### src/rtl/psp_pkg.sv
// constants for the parallel slave port block: map, fields, resets
package psp_pkg;
  // register indices as printed; byte address is four times the index
  localparam logic [7:0] IDX_PORT_D_DATA = 8'h08;
  localparam logic [7:0] IDX_PORT_E_DATA = 8'h09;
  localparam logic [7:0] IDX_IRQ_CONTROL = 8'h0a;
  localparam logic [7:0] IDX_PERIPH_IRQ_FLAGS = 8'h0c;
  localparam logic [7:0] IDX_PORT_D_DIRECTION = 8'h88;
  localparam logic [7:0] IDX_PORT_E_CTRL_STATUS = 8'h89;
  localparam logic [7:0] IDX_PERIPH_IRQ_ENABLES = 8'h8c;

  // bus widths and encodings
  localparam int ADDR_W = 12;
  localparam int DATA_W = 32;
  localparam int PORT_W = 8;
  localparam int PORT_E_W = 3;
  localparam logic [2:0] HSIZE_WORD = 3'h2;
  localparam logic HRESP_OKAY = 1'h0;

  // port_e_ctrl_status field positions
  localparam int BIT_INPUT_FULL = 7;
  localparam int BIT_OUTPUT_FULL = 6;
  localparam int BIT_INPUT_OVERFLOW = 5;
  localparam int BIT_MODE_ENABLE = 4;
  // irq flag, enable and global enable all sit at bit 7
  localparam int BIT_SLAVE_PORT_IRQ = 7;
  localparam int BIT_GLOBAL_IRQ = 7;

  // strobe and select positions on port E
  localparam int PE_READ_STROBE = 0;
  localparam int PE_WRITE_STROBE = 1;
  localparam int PE_SELECT = 2;

  // reset values
  localparam logic [7:0] RST_PORT_D_DIRECTION = 8'hff;
  localparam logic [2:0] RST_PORT_E_DIRECTION = 3'h7;
  localparam logic [7:0] RST_LATCH = 8'h00;
  localparam logic [31:0] RST_RDATA = 32'h0000_0000;
endpackage

### src/rtl/psp_top.sv
// parallel slave port with port D/E pins, behind an AHB-Lite register slave
//
// Register access over AHB-Lite was decided locally.
`timescale 1ns/1ps
`default_nettype none

module psp_top
  import psp_pkg::*;
(
  input wire logic hclk, // bus clock, 100 MHz
  input wire logic hresetn, // async reset, active low
  input wire logic hsel, // slave select
  input wire logic [ADDR_W-1:0] haddr, // byte address
  input wire logic [1:0] htrans, // transfer type
  input wire logic hwrite, // write when high
  input wire logic [2:0] hsize, // transfer size
  input wire logic [DATA_W-1:0] hwdata, // write data
  input wire logic hready, // bus ready in
  output logic hreadyout, // slave ready out
  output logic [DATA_W-1:0] hrdata, // read data
  output logic hresp, // response, always okay
  input wire logic [PORT_W-1:0] pd_in, // port D pin levels
  output logic [PORT_W-1:0] pd_out, // port D drive value
  output logic [PORT_W-1:0] pd_oe, // port D drive enables
  input wire logic [PORT_E_W-1:0] pe_in, // port E pin levels
  output logic [PORT_E_W-1:0] pe_out, // port E drive value
  output logic [PORT_E_W-1:0] pe_oe, // port E drive enables
  output logic irq // level interrupt, active high
);

  // whole block state in one packed record
  typedef struct packed {
    logic [PORT_W-1:0] dir_d; // port_d_direction
    logic [PORT_E_W-1:0] dir_e; // port E direction bits
    logic mode; // slave_port_mode_enable
    logic input_full_flag; // input_full_flag
    logic output_full_flag; // output_full_flag
    logic input_overflow_flag; // input_overflow_flag
    logic [PORT_W-1:0] lat_out; // CPU-written output latch
    logic [PORT_W-1:0] lat_in; // host-written input latch
    logic [PORT_E_W-1:0] lat_e; // port E output latch
    logic [PORT_W-1:0] wdat; // data seen during host write strobe
    logic wr_act; // host write strobe active last cycle
    logic rd_act; // host read strobe active last cycle
    logic irq_flag; // slave_port_irq_flag
    logic irq_en; // slave_port_irq_enable
    logic global_irq_enable; // global_irq_enable
    logic pend; // bus data phase pending
    logic pwrite; // pending access is a write
    logic pok; // pending access is a valid word access
    logic [7:0] pidx; // pending register index
    logic hready; // hreadyout flop
    logic [DATA_W-1:0] hrdata; // hrdata flop
    logic hresp; // hresp flop
    logic [PORT_W-1:0] pd_out; // port D output flop
    logic [PORT_W-1:0] pd_oe; // port D enable flop
    logic [PORT_E_W-1:0] pe_out; // port E output flop
    logic [PORT_E_W-1:0] pe_oe; // port E enable flop
    logic irq; // interrupt output flop
  } psp_state_type;

  psp_state_type st_r; // registered state
  psp_state_type st_nxt; // next state

  // host-side events, decoded straight from the unregistered port E pins
  logic sel_now; // select asserted (low)
  logic wr_now; // selected write strobe low
  logic rd_now; // selected read strobe low
  logic wr_done; // host write finished this cycle
  logic rd_done; // host read finished this cycle
  // CPU-side events at the access edge
  logic cpu_acc; // register access performed now
  logic cpu_rd_pd; // CPU reads port_d_data
  logic cpu_wr_pd; // CPU writes port_d_data
  logic irq_cond; // flag and both enables set, checker helper

  // register read mux, used for the bus answer
  function automatic logic [7:0] reg_read(
    input psp_state_type s,
    input logic [7:0] idx,
    input logic [PORT_W-1:0] pins_d,
    input logic [PORT_E_W-1:0] pins_e
  );
    logic [7:0] v;
    v = 8'h00;
    unique case (idx)
      IDX_PORT_D_DATA: begin
        // slave mode reads the input latch, else the pins
        v = s.mode ? s.lat_in : pins_d;
      end
      IDX_PORT_E_DATA: begin
        v = {5'h00, pins_e};
      end
      IDX_IRQ_CONTROL: begin
        v[BIT_GLOBAL_IRQ] = s.global_irq_enable;
      end
      IDX_PERIPH_IRQ_FLAGS: begin
        v[BIT_SLAVE_PORT_IRQ] = s.irq_flag;
      end
      IDX_PORT_D_DIRECTION: begin
        v = s.dir_d;
      end
      IDX_PORT_E_CTRL_STATUS: begin
        v = {s.input_full_flag, s.output_full_flag, s.input_overflow_flag, s.mode, 1'b0, s.dir_e};
      end
      IDX_PERIPH_IRQ_ENABLES: begin
        v[BIT_SLAVE_PORT_IRQ] = s.irq_en;
      end
      default: begin
        // unmapped index reads as zero
        v = 8'h00;
      end
    endcase
    return v;
  endfunction

  // host strobe decode; pins are low-active and only count in slave mode
  assign sel_now = st_r.mode & ~pe_in[PE_SELECT];
  assign wr_now = sel_now & ~pe_in[PE_WRITE_STROBE];
  assign rd_now = sel_now & ~pe_in[PE_READ_STROBE];
  // an access completes when its strobe or the select goes away
  assign wr_done = st_r.wr_act & ~wr_now;
  assign rd_done = st_r.rd_act & ~rd_now;

  // CPU access happens in the single wait cycle of the data phase
  assign cpu_acc = st_r.pend & st_r.pok;
  assign cpu_rd_pd = cpu_acc & ~st_r.pwrite & (st_r.pidx == IDX_PORT_D_DATA);
  assign cpu_wr_pd = cpu_acc & st_r.pwrite & (st_r.pidx == IDX_PORT_D_DATA);
  // any of the three may drop, so the checker watches all of them together
  assign irq_cond = st_r.irq_flag & st_r.irq_en & st_r.global_irq_enable;

  // next-state logic for the whole block
  always_comb begin
    logic [7:0] wb;
    wb = hwdata[7:0];
    st_nxt = st_r;

    // bus: take address phase, answer after one wait cycle
    if (st_r.pend) begin
      st_nxt.pend = 1'b0;
      st_nxt.hready = 1'b1;
      st_nxt.hrdata = RST_RDATA;
      if (st_r.pok && !st_r.pwrite) begin
        st_nxt.hrdata = {24'h00_0000, reg_read(st_r, st_r.pidx, pd_in, pe_in)};
      end
    end else if (hsel && htrans[1] && hready) begin
      // wrong sizes are accepted with okay and have no effect
      st_nxt.pend = 1'b1;
      st_nxt.pwrite = hwrite;
      st_nxt.pok = (hsize == HSIZE_WORD) && (haddr[1:0] == 2'b00);
      st_nxt.pidx = haddr[9:2];
      st_nxt.hready = 1'b0;
    end
    st_nxt.hresp = HRESP_OKAY;

    // register writes; hwdata is stable in the wait cycle
    if (cpu_acc && st_r.pwrite) begin
      unique case (st_r.pidx)
        IDX_PORT_D_DATA: begin
          st_nxt.lat_out = wb;
        end
        IDX_PORT_E_DATA: begin
          st_nxt.lat_e = wb[PORT_E_W-1:0];
        end
        IDX_IRQ_CONTROL: begin
          st_nxt.global_irq_enable = wb[BIT_GLOBAL_IRQ];
        end
        IDX_PERIPH_IRQ_FLAGS: begin
          // write one to clear; a new event below still wins
          if (wb[BIT_SLAVE_PORT_IRQ]) begin
            st_nxt.irq_flag = 1'b0;
          end
        end
        IDX_PORT_D_DIRECTION: begin
          st_nxt.dir_d = wb;
        end
        IDX_PORT_E_CTRL_STATUS: begin
          // full flags are read only; overflow clears on a written zero
          st_nxt.mode = wb[BIT_MODE_ENABLE];
          st_nxt.dir_e = wb[PORT_E_W-1:0];
          if (!wb[BIT_INPUT_OVERFLOW]) begin
            st_nxt.input_overflow_flag = 1'b0;
          end
        end
        IDX_PERIPH_IRQ_ENABLES: begin
          st_nxt.irq_en = wb[BIT_SLAVE_PORT_IRQ];
        end
        default: begin
          // unmapped write is dropped
          st_nxt.global_irq_enable = st_r.global_irq_enable;
        end
      endcase
    end

    // CPU reading the input latch empties it
    if (cpu_rd_pd && st_r.mode) begin
      st_nxt.input_full_flag = 1'b0;
    end
    // CPU writing the output latch fills it for the host
    if (cpu_wr_pd && st_r.mode) begin
      st_nxt.output_full_flag = 1'b1;
    end

    // host strobe tracking; data follows the pins while the write is low
    st_nxt.wr_act = wr_now;
    st_nxt.rd_act = rd_now;
    if (wr_now) begin
      st_nxt.wdat = pd_in;
    end

    // host write completes: store or flag overflow, keeping the old word
    if (wr_done) begin
      if (st_r.input_full_flag && !cpu_rd_pd) begin
        st_nxt.input_overflow_flag = 1'b1;
      end else begin
        st_nxt.lat_in = st_r.wdat;
        st_nxt.input_full_flag = 1'b1;
      end
    end
    // host read completes: output latch is consumed; a CPU fill in the same cycle wins over the clear
    if (rd_done) begin
      st_nxt.output_full_flag = 1'b0;
      if (cpu_wr_pd) begin
        st_nxt.output_full_flag = 1'b1;
      end
    end

    // any finished host access latches the flag, whatever the enables
    if (wr_done || rd_done) begin
      st_nxt.irq_flag = 1'b1;
    end

    // outside slave mode the full flags stay clear; overflow is kept
    if (!st_nxt.mode) begin
      st_nxt.input_full_flag = 1'b0;
      st_nxt.output_full_flag = 1'b0;
    end

    // pin drive; slave mode ignores the direction register
    st_nxt.pd_out = st_r.lat_out;
    if (st_r.mode) begin
      st_nxt.pd_oe = rd_now ? {PORT_W{1'b1}} : {PORT_W{1'b0}};
      st_nxt.pe_oe = {PORT_E_W{1'b0}};
    end else begin
      st_nxt.pd_oe = ~st_r.dir_d;
      st_nxt.pe_oe = ~st_r.dir_e;
    end
    st_nxt.pe_out = st_r.lat_e;

    // interrupt only while both enables allow it
    st_nxt.irq = st_r.irq_flag & st_r.irq_en & st_r.global_irq_enable;
  end

  // state register; reset takes constants only
  always_ff @(posedge hclk or negedge hresetn) begin
    if (!hresetn) begin
      st_r <= '0;
      st_r.dir_d <= RST_PORT_D_DIRECTION;
      st_r.dir_e <= RST_PORT_E_DIRECTION;
      st_r.lat_out <= RST_LATCH;
      st_r.lat_in <= RST_LATCH;
      st_r.hready <= 1'b1;
      st_r.hrdata <= RST_RDATA;
      st_r.pd_oe <= '0;
      st_r.pe_oe <= '0;
    end else begin
      st_r <= st_nxt;
    end
  end

  // outputs straight from flops
  assign hreadyout = st_r.hready;
  assign hrdata = st_r.hrdata;
  assign hresp = st_r.hresp;
  assign pd_out = st_r.pd_out;
  assign pd_oe = st_r.pd_oe;
  assign pe_out = st_r.pe_out;
  assign pe_oe = st_r.pe_oe;
  assign irq = st_r.irq;
endmodule

`default_nettype wire

### config.mk
export PLATFORM = sky130hd
export DESIGN_NAME = psp_top
export DESIGN_NICKNAME = d
export VERILOG_FILES = /design/src/rtl/psp_pkg.sv /design/src/rtl/psp_top.sv
export SDC_FILE = /design/constraint.sdc
export NUM_CORES = 1
export LEC_CHECK = 0
export ABC_AREA = 0
export CELL_PAD_IN_SITES_DETAIL_PLACEMENT = 1
export CELL_PAD_IN_SITES_GLOBAL_PLACEMENT = 1
export CORE_AREA = 2 2 104 106
export DETAILED_ROUTE_END_ITERATION = 12
export DIE_AREA = 0 0 106 108
export DONT_BUFFER_PORTS = 1
export PLACE_DENSITY_LB_ADDON = 0.1
export SLEW_MARGIN = 20
export SYNTH_ARGS = -nofsm -noshare
export SYNTH_HDL_FRONTEND = slang
export SYNTH_SLANG_ARGS = --single-unit
### constraint.sdc
create_clock -name hclk -period 3.74 [get_ports hclk]
set_clock_uncertainty 0.2 [all_clocks]
set_input_delay 0.561 -clock hclk [delete_from_list [all_inputs] [get_ports hclk]]
set_output_delay 0.561 -clock hclk [all_outputs]
set_load 0.005 [all_outputs]
==> run summary <==
Ports = 122
Max Clk Rate = 411.5 MHz
Mapped cell area = 4031 sq um
Post-CTS Resized = 0
Ys async rst share = 100.0%
First-pass iteration count of the detailed router = 4
ANT cells = 0
Die width = 106 um
Largest net degree at the start of global routing = 91
Cells after synthesis = 331
Antenna-violating nets left = 0
Final Max Slew Viols = 0
Tightest Hold Check Type = in -> reg
CTS Root Cell = clkbuf_8
Layout cells sized above 1 = 28.90%
Setup CP Type = reg -> reg
H-tree depth = 3
Setup bufs post-CTS = 0
Max-cap violations = 0
Gr ovfl total = 0
LEAKAGE = 1.783 nW
Avg Inst Size Synth = 12.18 sq um
Arr. time, crit path = 2.48 ns
Final Hold Vio Count = 0
EDFF count, synth = 0
Initial antenna violation count = 0
Register area = 2267 sq um
Fillers = 1078
DR WL/cell = 18.31 um
Clock Power Share = 33.5%
Top FF cell, synth = dfrtp_1
DP HPWL = 5699 um
Die area = 11450 sq um
Layout Nets = 368
GRT Overall Usage = 15.62%
Synthesis warning total = 0
First-pass GRT wire length = 13340 um
Worst EP required = 3.79 ns
Final worst path period share = 64.97%
RR Startpoint = st_r[57]
Clock Latency Late Sink = 0.36 ns
Worst Setup Start Kind = flip-flop
Via count = 2156
CTS tree = yes
Worst slew pin tran = 0.8672 ns
Worst Path Max Fanout = 14
Core ar. = 10230 sq um
Vias in the first global route = 2348
Clk sinks = 90
Hold path start = haddr[7]
Status = finished, final reports clean
DRC = 0
P_int = 1.555 mW
Worst ir drop on vdd = 0.1870 mV
R2R Setup Slk = 1.31 ns
Clock buffer depth = 2
Yosys cell types = 43
Row count = 37
Final GP Congestion = 0.7471
Initial Util = 39.40%
Via/cell ratio = 4.856
Unrepaired setup endpoints after global routing = no
Multi-input logic area = 1351 sq um
Die extent in y = 108 um
CP endpoint kind = flip-flop
Rel. slew slack = 42.19%
Total negative slack = 0 ns
Clock Pin Slew Worst Setup and Hold Paths = 0.09 ns
Pwr per Cell Area = 514.9 nW/um^2
Hold EP = st_r[62]
FF+latch count, synth = 90
I/O Buffers = 0
R2r endpoint = st_r[88]
Sequential Power Share = 55.6%
First DRT Iteration DRCs = 53
Synth-to-Final Area Change = 1.459%
Sw Ratio = 26.16%
Power share of the combinational group = 10.9%
Period minus WS final = 2.430 ns
Seq/Total Area, Yosys = 56.24%
Switching Power = 550.9 uW
Total CTS buffers = 9
Worst R2R Path Depth = 4
Setup Viol. Count Final = 0
Hold Path Stages = 2
Hold slack = 0.1069 ns
Routed wire length = 8128 um
Yosys cell counts (all sizes together), types with 2 or more instances:
cell / n / area [sq um]
mux4: 3 / 67.56
a21oi: 2 / 21.27
nand3: 6 / 35.03
mux2i: 3 / 30.03
a22oi: 4 / 30.03
nand2b: 2 / 12.51
o22ai: 3 / 18.77
mux2: 50 / 563.0
nor3b: 2 / 15.01
o21ai: 17 / 85.08
clkbuf: 7 / 26.28
nor2: 6 / 22.52
nand2: 37 / 141.4
and2: 2 / 12.52
nand4: 3 / 18.77
nor4b: 2 / 32.53
nor2b: 4 / 25.02
buf: 59 / 431.7
dfstp: 12 / 315.3
nor4: 2 / 18.77
dfrtp: 78 / 1952
inv: 12 / 45.04
and3: 3 / 18.77
state kept, by name, summed over array words and instances, names as in the netlist:
register and flops:
st_r 47, st_nxt 11, hrdata 8, pd_oe 8, pd_out 8, pe_oe 3
pe_out 3, hreadyout 1, irq 1
metrics by stage:
stage | worst slack (ns) | util, % | power (mW) | cell area, sq um | cells
2_1_floorplan | 1.788 | - | 1.378 | 4121 | 355
3_3_place_gp | 1.308 | 37.54 | 1.390 | 3841 | 426
3_5_place_dp | 1.298 | 37.54 | 1.405 | 3841 | 426
4_1_cts | 1.259 | 39.98 | 2.144 | 4090 | 444
5_1_grt | 1.025 | 39.98 | 2.230 | 4090 | 444
6_report | 1.310 | 39.98 | 2.106 | 4090 | 444
final cells by class:
cell class | count | share of cell area, %
clock buffers | 11 | 3.701
clock inverters | 5 | 1.468
inverters | 12 | 1.101
multi-input cells | 187 | 33.04
flip-flops and latches | 90 | 55.43
well taps | 136 | 4.160
repair buffers | 3 | 1.101
power by group through the flow:
stage | Clock (mW) | Combinational [mW] | Sequential, mW
final | 0.705 | 0.229 | 1.17
after global routing | 0.777 | 0.260 | 1.19
after CTS | 0.733 | 0.236 | 1.18
after detailed placement | 0 | 0.211 | 1.19
after global placement | 0 | 0.204 | 1.19
after floorplan | 0 | 0.232 | 1.15
cell families (layout without fill, tap and decap cells):
group | after synthesis | count (layout) | synth area share [%]
compound gates | 32 | 32 | 5.090
buf+inv | 78 | 31 | 12.48
flops | 90 | 90 | 56.24
mux | 56 | 56 | 16.39
other cells | 1 | 25 | 0.09302
simple gates | 74 | 74 | 9.715
worst max path at each step:
stage	start	endpoint	slack, ns	depth (start not counted)
detailed placement	st_r[57]	st_r[88]	1.30	4
finish	st_r[57]	st_r[88]	1.31	4
global route	st_r[64]	st_r[101]	1.03	4
floorplan	st_r[59]	st_r[84]	1.79	4
global placement	st_r[57]	st_r[85]	1.31	4
CTS	st_r[57]	st_r[88]	1.26	4
what timing repair did:
action / 4_1_cts / 5_1_grt
hold buffers: 2 / 0
hold endpoints to repair: 90 / 0
endpoints found under the setup margin: 0 / 0
layer usage:
| layer | up-vias | wire [um] | track usage (%) |
|---|---|---|---|
| li1 | 988 | - | - |
| met1 | 1103 | 3632 | 20.03 |
| met2 | 56 | 3870 | 24.47 |
| met3 | 9 | 497 | 5.546 |
| met4 | 0 | 128 | 5.921 |
| met5 | - | 0 | 0 |
layout by cell type (no fill, tap or decap), types with 3 or more instances in the layout:
| cell type | count |
|---|---|
| dfrtp_1 | 78 |
| mux2_2 | 50 |
| nand2_1 | 36 |
| conb_1 | 25 |
| o21ai_0 | 17 |
| inv_1 | 12 |
| dfstp_2 | 12 |
| clkbuf_8 | 11 |
| nor2_1 | 6 |
| nand3_1 | 5 |
| nor2b_1 | 4 |
| a22oi_1 | 4 |
| and3_1 | 3 |
| nand4_1 | 3 |
| mux2i_1 | 3 |
| o22ai_1 | 3 |
| mux4_2 | 3 |
worst max-delay path, cell delays in order (launching register included):
cell and delay, ns:
dfrtp_1 0.64, nor4b_4 0.52, nand3_2 0.19, a21oi_4 0.38, mux2_2 0.38
Power figures use the tool's default switching activity.
